[src/logic/scf_cfg.svh]
// Purpose: Constants for the serial flag logic block
// Assumes: 250 MHz system clock
// Notes:   Included by the package and the top module
//
// What this block does
// - Falling serial clock edge in I2C mode sets the receive-written flag.
// - Receive buffer read clears the flag; flag set at next byte stalls the bus.
// - Clock-low flag follows line low; stall confirmed after three bit clocks low.
// - Bit clock source selectable: crystal clock, subsystem clock or external input.
// - Phase and polarity bits select all four SPI clock modes.
// - Clock request follows busy; busy clears when the transfer ends.
// - Transmit and receive ready flags show buffer empty and data available.
// - Transmit complete rises at last stop bit only when transmit buffer empty.
// - Register accesses win over a link event in the same cycle: the flag being set ends up clear.
`ifndef SCF_CFG_SVH
`define SCF_CFG_SVH
`define SCF_STALL_BITS     4'h3
`define SCF_SRC_CRYSTAL    2'h0
`define SCF_SRC_SUBSYSTEM  2'h1
`define SCF_SRC_EXTERNAL   2'h2
`define SCF_FIFO_DEPTH     32
`define SCF_DATA_W         8
`endif

[src/logic/scf_pkg.sv]
// Purpose: Types for the serial flag logic block
// Assumes: scf_cfg.svh holds the numbers
// Notes:   Mode and clock source encodings
`include "scf_cfg.svh"
package scf_pkg;
    typedef enum logic [2:0] {
        SCF_MODE_I2C  = 3'b001,
        SCF_MODE_SPI  = 3'b010,
        SCF_MODE_UART = 3'b100
    } scf_mode_t;
    typedef logic [1:0] scf_src_t;
endpackage

[src/logic/scf_top.sv]
// Purpose: Status flags and buffer handshake of a multi-mode serial unit
// Assumes: Serial clock and link events come from outside and are synchronised
// Notes:   Link clock is sampled by CLK; edges found in CLK domain
`timescale 1ns/100ps
`include "scf_cfg.svh"
module scf_top #(
    parameter int DATA_W = `SCF_DATA_W,
    parameter int DEPTH  = `SCF_FIFO_DEPTH
) (
    // Clock, reset, enable
    input  wire logic               CLK,
    input  wire logic               RESET_N,
    input  wire logic               CE,
    // Configuration
    input  wire scf_pkg::scf_mode_t MODE,
    input  wire scf_pkg::scf_src_t  CLOCK_SOURCE_SEL,
    input  wire logic               SPI_CLOCK_PHASE_SEL,
    input  wire logic               SPI_CLOCK_POLARITY_SEL,
    // Candidate bit clocks (sampled)
    input  wire logic               LOW_FREQ_CRYSTAL_CLOCK,
    input  wire logic               SUBSYSTEM_CLOCK,
    input  wire logic               EXTERNAL_CLOCK_INPUT,
    // Serial link
    input  wire logic               SERIAL_CLOCK_IN,
    input  wire logic               SERIAL_DATA_IN,
    input  wire logic               UART_STOP_BIT,
    // Software side
    input  wire logic               RECEIVE_BUFFER_READ,
    output logic [DATA_W-1:0]       RECEIVE_BUFFER,
    input  wire logic               TRANSMIT_BUFFER_WRITE,
    input  wire logic               TRANSMIT_DONE,
    // Status
    output logic                    RECEIVE_WRITTEN_FLAG,
    output logic                    BUS_STALL,
    output logic                    CLOCK_LINE_LOW_FLAG,
    output logic                    STALL_CONFIRMED,
    output logic                    UNIT_BUSY_FLAG,
    output logic                    CLOCK_REQUEST,
    output logic                    TRANSMIT_READY_FLAG,
    output logic                    RECEIVE_READY_FLAG,
    output logic                    TRANSMIT_COMPLETE_FLAG,
    output logic                    FIFO_OVERFLOW
);
    import scf_pkg::*;

    typedef struct packed {
        logic [1:0]        rst_sync;
        logic [1:0]        scl_s1;
        logic [1:0]        scl_s2;
        logic [1:0]        sda_sync;
        logic [1:0]        stop_sync;
        logic [2:0]        src_s1;
        logic [2:0]        src_s2;
        logic              scl_prev;
        logic              bit_prev;
        logic              stop_prev;
        logic [2:0]        bit_cnt;
        logic [DATA_W-1:0] shift;
        logic              written;
        logic              stall;
        logic [3:0]        low_bits;
        logic              confirmed;
        logic              busy;
        logic              tx_full;
        logic              tx_cplt;
        logic [DATA_W-1:0] rx_data;
        logic              ovf;
        logic              push;
        logic              rx_rdy;
    } scf_st_t;

    scf_st_t st_ff, nxt_st;
    logic              rst_n;
    logic              fifo_in_valid, fifo_in_ready, fifo_out_valid;
    logic [DATA_W-1:0] fifo_out_data;

    ////////////////////////////////////////////////////////////////////////
    // Bit clock selection among the sampled sources
    function automatic logic pick_clk(input scf_src_t s, input logic [2:0] c);
        case (s)
            `SCF_SRC_CRYSTAL:   pick_clk = c[0];
            `SCF_SRC_SUBSYSTEM: pick_clk = c[1];
            `SCF_SRC_EXTERNAL:  pick_clk = c[2];
            default:            pick_clk = c[1];
        endcase
    endfunction

    // Active SPI edge: polarity inverts idle level, phase picks second edge
    function automatic logic spi_sample_edge(input logic prev, input logic cur,
                                             input logic cpha, input logic cpol);
        logic lead;
        lead = (cur != prev) && ((cur ^ cpol) == 1'b1);
        spi_sample_edge = cpha ? ((cur != prev) && !lead) : lead;
    endfunction

    assign rst_n = st_ff.rst_sync[1];

    ////////////////////////////////////////////////////////////////////////
    // Receive FIFO: drained by buffer reads, fill on full drops the byte and sets overflow
    scf_fifo #(.W(DATA_W), .D(DEPTH)) u_fifo (
        .clk       (CLK),
        .rst_n     (rst_n),
        .ce        (CE),
        .in_valid  (fifo_in_valid),
        .in_ready  (fifo_in_ready),
        .in_data   (st_ff.shift),
        .out_valid (fifo_out_valid),
        .out_ready (RECEIVE_BUFFER_READ),
        .out_data  (fifo_out_data)
    );

    ////////////////////////////////////////////////////////////////////////
    // Next state
    always_comb begin
        logic scl, scl_fall, bit_clk, bit_rise, byte_done, stop_rise, edge_hit;
        scl = 1'b0;
        scl_fall = 1'b0;
        bit_clk = 1'b0;
        bit_rise = 1'b0;
        byte_done = 1'b0;
        stop_rise = 1'b0;
        edge_hit = 1'b0;
        nxt_st = st_ff;
        nxt_st.rst_sync = {st_ff.rst_sync[0], 1'b1};
        nxt_st.scl_s1 = {st_ff.scl_s1[0], SERIAL_CLOCK_IN};
        nxt_st.scl_s2 = {st_ff.scl_s2[0], st_ff.scl_s1[1]};
        nxt_st.sda_sync = {st_ff.sda_sync[0], SERIAL_DATA_IN};
        nxt_st.stop_sync = {st_ff.stop_sync[0], UART_STOP_BIT};
        nxt_st.src_s1 = {EXTERNAL_CLOCK_INPUT, SUBSYSTEM_CLOCK, LOW_FREQ_CRYSTAL_CLOCK};
        nxt_st.src_s2 = st_ff.src_s1;
        scl = st_ff.scl_s2[0];
        nxt_st.scl_prev = scl;
        scl_fall = st_ff.scl_prev && !scl;
        bit_clk = pick_clk(CLOCK_SOURCE_SEL, st_ff.src_s2);
        nxt_st.bit_prev = bit_clk;
        bit_rise = bit_clk && !st_ff.bit_prev;
        nxt_st.stop_prev = st_ff.stop_sync[1];
        stop_rise = st_ff.stop_sync[1] && !st_ff.stop_prev;

        // Shift in on the mode's sampling edge
        if (MODE == SCF_MODE_SPI) begin
            edge_hit = spi_sample_edge(st_ff.scl_prev, scl, SPI_CLOCK_PHASE_SEL, SPI_CLOCK_POLARITY_SEL);
        end else begin
            edge_hit = !st_ff.scl_prev && scl;
        end
        if (edge_hit && !st_ff.stall) begin
            nxt_st.shift = {st_ff.shift[DATA_W-2:0], st_ff.sda_sync[1]};
            nxt_st.bit_cnt = st_ff.bit_cnt + 3'h1;
            nxt_st.busy = 1'b1;
            byte_done = (st_ff.bit_cnt == 3'h7);
        end
        if (byte_done) begin
            nxt_st.busy = 1'b0;
        end

        // Written flag: read clear applied before edge set, no clear lost
        if (RECEIVE_BUFFER_READ) begin
            nxt_st.written = 1'b0;
            nxt_st.stall = 1'b0;
        end
        if (MODE == SCF_MODE_I2C && scl_fall && !RECEIVE_BUFFER_READ) begin
            nxt_st.written = 1'b1;
        end
        // Stall when a new byte starts while the last one is still unread
        if (MODE == SCF_MODE_I2C && scl_fall && st_ff.bit_cnt == 3'h0 && st_ff.written
            && !RECEIVE_BUFFER_READ) begin
            nxt_st.stall = 1'b1;
        end

        // Count bit clocks while the line stays low
        if (scl) begin
            nxt_st.low_bits = '0;
            nxt_st.confirmed = 1'b0;
        end else if (bit_rise && st_ff.low_bits != `SCF_STALL_BITS) begin
            nxt_st.low_bits = st_ff.low_bits + 4'h1;
        end
        if (!scl && st_ff.low_bits == `SCF_STALL_BITS) begin
            nxt_st.confirmed = 1'b1;
        end

        // Transmit side: complete only when the buffer is empty
        if (TRANSMIT_BUFFER_WRITE) begin
            nxt_st.tx_full = 1'b1;
            nxt_st.tx_cplt = 1'b0;
        end else if (TRANSMIT_DONE) begin
            nxt_st.tx_full = 1'b0;
        end
        if (MODE == SCF_MODE_UART && stop_rise && !st_ff.tx_full && !TRANSMIT_BUFFER_WRITE) begin
            nxt_st.tx_cplt = 1'b1;
        end

        // Overflow is sticky; full FIFO refuses the byte
        nxt_st.push = byte_done;
        if (st_ff.push && !fifo_in_ready) begin
            nxt_st.ovf = 1'b1;
        end
        nxt_st.rx_data = fifo_out_valid ? fifo_out_data : st_ff.rx_data;
        nxt_st.rx_rdy = fifo_out_valid;
    end

    // Completed byte is offered for one cycle after its last bit
    assign fifo_in_valid = st_ff.push;

    ////////////////////////////////////////////////////////////////////////
    // State register; reset release goes through two flops
    always_ff @(posedge CLK or negedge RESET_N) begin
        if (!RESET_N) begin
            st_ff          <= '0;
            // Clock and data lines idle high: no false edge after reset
            st_ff.scl_s1   <= 2'b11;
            st_ff.scl_s2   <= 2'b11;
            st_ff.scl_prev <= 1'b1;
            st_ff.sda_sync <= 2'b11;
        end else if (CE) begin
            st_ff <= nxt_st;
        end
    end

    ////////////////////////////////////////////////////////////////////////
    // Outputs straight from flops
    assign RECEIVE_BUFFER         = st_ff.rx_data;
    assign RECEIVE_WRITTEN_FLAG   = st_ff.written;
    assign BUS_STALL              = st_ff.stall;
    assign CLOCK_LINE_LOW_FLAG    = !st_ff.scl_prev;
    assign STALL_CONFIRMED        = st_ff.confirmed;
    assign UNIT_BUSY_FLAG         = st_ff.busy;
    assign CLOCK_REQUEST          = st_ff.busy;
    assign TRANSMIT_READY_FLAG    = !st_ff.tx_full;
    assign RECEIVE_READY_FLAG     = st_ff.rx_rdy;
    assign TRANSMIT_COMPLETE_FLAG = st_ff.tx_cplt;
    assign FIFO_OVERFLOW          = st_ff.ovf;

    ////////////////////////////////////////////////////////////////////////
    // Checks
    written_read_a: assert property (@(posedge CLK) disable iff (!rst_n)
        CE && RECEIVE_BUFFER_READ |=> !st_ff.written) else $error("read clear lost");
    written_fall_a: assert property (@(posedge CLK) disable iff (!rst_n)
        CE && MODE == SCF_MODE_I2C && st_ff.scl_prev && !st_ff.scl_s2[0] && !RECEIVE_BUFFER_READ
        |=> st_ff.written) else $error("fall did not set flag");
    stall_cause_a: assert property (@(posedge CLK) disable iff (!rst_n)
        $rose(st_ff.stall) |-> $past(st_ff.written)) else $error("stall without flag");
    confirm_count_a: assert property (@(posedge CLK) disable iff (!rst_n)
        $rose(st_ff.confirmed) |-> $past(st_ff.low_bits) == `SCF_STALL_BITS) else $error("early confirm");
    confirm_low_a: assert property (@(posedge CLK) disable iff (!rst_n)
        st_ff.confirmed |-> !st_ff.scl_prev || $past(!st_ff.scl_prev)) else $error("confirm while high");
    clk_req_a: assert property (@(posedge CLK) disable iff (!rst_n)
        CLOCK_REQUEST == UNIT_BUSY_FLAG) else $error("request mismatch");
    busy_end_a: assert property (@(posedge CLK) disable iff (!rst_n)
        st_ff.push |-> !UNIT_BUSY_FLAG && !CLOCK_REQUEST) else $error("busy after byte");
    cplt_empty_a: assert property (@(posedge CLK) disable iff (!rst_n)
        $rose(st_ff.tx_cplt) |-> $past(!st_ff.tx_full)) else $error("complete with data");
    tx_ready_a: assert property (@(posedge CLK) disable iff (!rst_n)
        CE && TRANSMIT_BUFFER_WRITE |=> !TRANSMIT_READY_FLAG) else $error("ready not cleared");
endmodule

[src/logic/scf_fifo.sv]
// Purpose: Receive data FIFO with valid/ready on both sides
// Assumes: Single clock, clock enable freezes state
// Notes:   Storage is flip-flops addressed by index
`timescale 1ns/100ps
module scf_fifo #(
    parameter int W = 8,
    parameter int D = 32
) (
    // Clock and reset
    input  wire logic         clk,
    input  wire logic         rst_n,
    input  wire logic         ce,
    // Fill side
    input  wire logic         in_valid,
    output logic              in_ready,
    input  wire logic [W-1:0] in_data,
    // Drain side
    output logic              out_valid,
    input  wire logic         out_ready,
    output logic [W-1:0]      out_data
);
    localparam int AW = $clog2(D);
    typedef struct packed {
        logic [D-1:0][W-1:0] mem;
        logic [AW-1:0]       wr;
        logic [AW-1:0]       rd;
        logic [AW:0]         cnt;
    } scf_fifo_st_t;
    scf_fifo_st_t st_ff, nxt_st;
    logic push, pop;

    ////////////////////////////////////////////////////////////////////////
    // Honest full and empty from the count
    assign in_ready  = (st_ff.cnt != (AW+1)'(D)); // Count is one bit wider so a full FIFO reads as D
    assign out_valid = (st_ff.cnt != '0);
    assign out_data  = st_ff.mem[st_ff.rd];
    assign push      = in_valid && in_ready;
    assign pop       = out_valid && out_ready;

    // Next state
    always_comb begin
        nxt_st = st_ff;
        if (push) begin
            nxt_st.mem[st_ff.wr] = in_data;
            nxt_st.wr = (st_ff.wr == AW'(D - 1)) ? '0 : st_ff.wr + 1'b1;
        end
        if (pop) begin
            nxt_st.rd = (st_ff.rd == AW'(D - 1)) ? '0 : st_ff.rd + 1'b1;
        end
        nxt_st.cnt = st_ff.cnt + (AW+1)'(push) - (AW+1)'(pop);
    end

    // State register
    always_ff @(posedge clk or negedge rst_n) begin
        if (!rst_n) begin
            st_ff <= '0;
        end else if (ce) begin
            st_ff <= nxt_st;
        end
    end
endmodule

[config.mk]
export PLATFORM = sky130hd
export DESIGN_NAME = scf_top
export DESIGN_NICKNAME = d
export VERILOG_FILES = /design/src/logic/scf_pkg.sv /design/src/logic/scf_top.sv /design/src/logic/scf_fifo.sv
export VERILOG_INCLUDE_DIRS = /design/src /design/src/logic
export SDC_FILE = /design/constraint.sdc
export NUM_CORES = 1
export LEC_CHECK = 0
export ABC_AREA = 1
export BUFFER_PORTS_ARGS = -buffer_cell sky130_fd_sc_hd__buf_2
export CORE_AREA = 2 2 185 151
export CTS_CLUSTER_SIZE = 24
export DETAILED_ROUTE_END_ITERATION = 7
export DIE_AREA = 0 0 187 153
export MAX_ROUTING_LAYER = met4
export PLACE_DENSITY = 0.76
export SLEW_MARGIN = 0
export SYNTH_ARGS = -nofsm -noshare
export SYNTH_HDL_FRONTEND = slang
export SYNTH_SLANG_ARGS = --single-unit
[constraint.sdc]
create_clock -name CLK -period 13.5 [get_ports CLK]
set_input_delay 2.7 -clock CLK [delete_from_list [all_inputs] [get_ports CLK]]
set_output_delay 2.7 -clock CLK [all_outputs]
set_load 0.05 [all_outputs]
==> results by group <==
Synth
  • Syn_nets: 2026
  • Ys async rst share: 100%
  • Flops & latches, synth: 322
  • Mapped Area: 15900 um^2
  • Seq/Total Area, Yosys: 50.8%
  • Netlist cell types: 38
  • Number of flops mapped to enable cells by yosys: 0
  • Yosys warns: 0
  • Synth Instances: 1984
  • Most common flop cell mapped by yosys: dfrtp_1
  • Syn Area/Cell: 8.00 um^2

STA
  • Final hold violation count: 0
  • Final Skew: 0.0129 ns
  • Min cycle time layout: 4.29 ns
  • Final worst path period share: 31.8%
  • Max Fclk: 233 MHz
  • Slew Limit Fails: 0
  • Worst Hold Slack: 0.465 ns
  • Slew @ Worst Pin: 1.24 ns
  • RSZ-0062 raised after global routing: no
  • Slew margin rel.: 17.0%
  • Final setup viols: 0
  • Setup TNS: 0 ns

Global routing
  • Largest net degree at the start of global routing: 195
  • Antenna violations before repair: 0
  • GRT Residual Overflow: 0
  • Number of global-route vias before repair: 12000
  • GRT Util Overall: 27.9%
  • First-pass GRT wire length: 63000 um

Critical path
  • Crit start category: primary input
  • Worst path required time: 13.95 ns
  • Crit path DAT: 4.74 ns
  • Crit-path max FO: 37
  • CP Class: primary input to flop
  • Worst R2R Path Depth: 9
  • Worst Setup End Kind: flop

Pwr
  • Pwr Density: 191 nW/um^2
  • LEAKAGE: 8.07 nW
  • Max rail drop VDD: 0.171 mV

Die
  • Die width: 187 um
  • Starting Density: 59.2%
  • Core ar.: 26800 um^2
  • Die area: 28600 um^2
  • I/O pins: 37
  • Die height: 153 um
  • Num rows: 54

Detailed routing
  • Initial drt markers: 1244
  • Avg WL per Cell: 16.3 um
  • Antenna Violating Nets Remaining: 0
  • Drt total wl: 37800 um
  • Vias per std cell: 5.46
  • Vias post-DR: 12700
  • Drt pass-1 iters: 6
  • DRC Markers: 0

Min path
  • Hold Path Stages: 2
  • Worst Hold Class: flop to flop

Final layout
  • Diodes inserted: 0
  • Area Overhead vs Synth: 6.20%
  • Fillers: 2378
  • Share of cells above drive strength 1: 9.59%
  • # nets final: 1979

Clocking
  • Clk_lat worst skew: 0.57 ns
  • Root Driver: clkbuf_16
  • Post-CTS Setup Repair Bufs: 0
  • Num CTS Buffers: 31
  • Post_cts resized: 0
  • CTS tree: done
  • H-tree Lvls: 1
  • TritonCTS sink count: 322
  • Bufs on Longest Clock Path: 3
  • Hold_buf cts: 0
  • CTS clk-pin slew, worst paths: 0.07 ns

Flow run
  • Maximum Capacitance Violations: 0

Place
  • Final Wtd Congestion: 0.913
  • HPWL after DPL: 22600 um
  • Count of input and output buffers: 36

Outcome
  • Status: finished, final reports clean
where the power goes:
group          switching [mW]  internal [mW]
Sequential              0.120           1.07
Clock                   0.374          0.500
Combinational           0.821          0.333
Total                    1.31           1.90
critical path, stage by stage:
cell	delay (ns)
buf_2	0.46
inv_1	0.46
nor2_1	0.19
o21a_1	0.13
nand2_1	0.38
o21ai_0	0.34
inv_1	0.06
path summary, 6_finish.rpt:
path                                     endpoint       startpoint  slack, ns
worst min register to register         nxt_st[48]       nxt_st[48]       0.46
worst min-delay path                   nxt_st[48]       nxt_st[48]       0.46
worst max register to register  RECEIVE_BUFFER[6]  u_fifo.st_ff[6]      10.29
max in group asynchronous                   rst_n          RESET_N      10.78
worst max-delay path                CLOCK_REQUEST               CE       9.21
min in group asynchronous         u_fifo.st_ff[3]            rst_n       0.51
cells in the final DEF, fill, tap and decap left out, drive strengths merged, types with 7 or more instances in the layout:
| cell type | Yosys | routed |
|---|---|---|
| buf | 78 | 47 |
| nand3 | 236 | 236 |
| inv | 233 | 233 |
| dfrtp | 316 | 316 |
| nor2 | 30 | 30 |
| ha | 22 | 22 |
| clkbuf | 49 | 49 |
| clkinv | 3 | 9 |
| or2 | 41 | 41 |
| nand2 | 634 | 634 |
| a21oi | 9 | 9 |
| nand4 | 7 | 7 |
| o21ai | 289 | 289 |
| o211ai | 8 | 8 |
cell type report:
class / count / area [um^2] / share of cell area, %
repair buffers: 47 / 275 / 1.63
flip-flops and latches: 322 / 8070 / 47.9
multi-input cells: 1299 / 6150 / 36.5
clock inverters: 8 / 67.6 / 0.401
well taps: 364 / 455 / 2.70
clock buffers: 49 / 953 / 5.66
inverters: 236 / 886 / 5.25
registers in the layout, indices dropped and copies added (netlist names):
| register | cells |
|---|---|
| RECEIVE_WRITTEN_FLAG | 1 |
| nxt_st | 10 |
| TRANSMIT_COMPLETE_FLAG | 1 |
| RECEIVE_READY_FLAG | 1 |
| fifo_in_valid | 1 |
| RECEIVE_BUFFER | 8 |
| rst_n | 1 |
| BUS_STALL | 1 |
| CLOCK_REQUEST | 1 |
| STALL_CONFIRMED | 1 |
| u_fifo.st_ff | 272 |
| FIFO_OVERFLOW | 1 |
| st_ff | 23 |
synthesized netlist by cell type (4+ instances only):
| master | number | area (um^2) |
|---|---|---|
| or2_2 | 41 | 257 |
| nor2_8 | 4 | 80.1 |
| xor2_1 | 5 | 43.8 |
| buf_4 | 11 | 82.6 |
| dfrtp_1 | 316 | 7910 |
| inv_1 | 231 | 867 |
| a21oi_1 | 9 | 45.0 |
| o21ai_1 | 28 | 140 |
| nand4_1 | 7 | 43.8 |
| buf_1 | 15 | 56.3 |
| nand2_2 | 31 | 194 |
| clkbuf_1 | 49 | 184 |
| ha_1 | 22 | 275 |
| nand3_1 | 235 | 1180 |
| buf_6 | 31 | 349 |
| o21ai_0 | 261 | 1310 |
| buf_2 | 21 | 105 |
| nand2_1 | 602 | 2260 |
| dfstp_2 | 6 | 158 |
| nor2_1 | 26 | 97.6 |
| o211ai_1 | 8 | 60.1 |
cells by family (layout without fill, tap and decap cells):
| logic type | Yosys count | after routing | synth area share [%] |
|---|---|---|---|
| buf+inv | 363 | 340 | 10.5 |
| xor+xnor | 7 | 7 | 0.386 |
| flops | 322 | 322 | 50.8 |
| simple gates | 953 | 953 | 26.2 |
| compound gates | 315 | 315 | 10.2 |
| fa+ha+maj | 23 | 23 | 1.86 |
| mux | 1 | 1 | 0.0631 |
per-layer routing:
metal  vias to the layer above  share of wire, %  global-route usage, %
met1                      6016                47                   41.4
met3                        71               6.3                   3.28
li1                       6153                 -                      -
met2                       451                44                   40.5
met4                         0               2.7                   8.62
met5                         -                 0                      -
through the flow:
stage / area, um^2 / utilization [%] / setup WS (ns) / total power [mW] / instances
6_report: 16900 / 62.8 / 9.21 / 3.22 / 2325
3_3_place_gp: 15800 / 59.0 / 8.69 / 2.31 / 2268
5_1_grt: 16900 / 62.8 / 8.88 / 3.41 / 2325
4_1_cts: 16900 / 62.8 / 9.24 / 3.21 / 2325
2_1_floorplan: 15900 / - / 5.28 / 2.02 / 1984
3_5_place_dp: 15800 / 59.0 / 8.64 / 2.34 / 2268
Power figures use the tool's default switching activity.
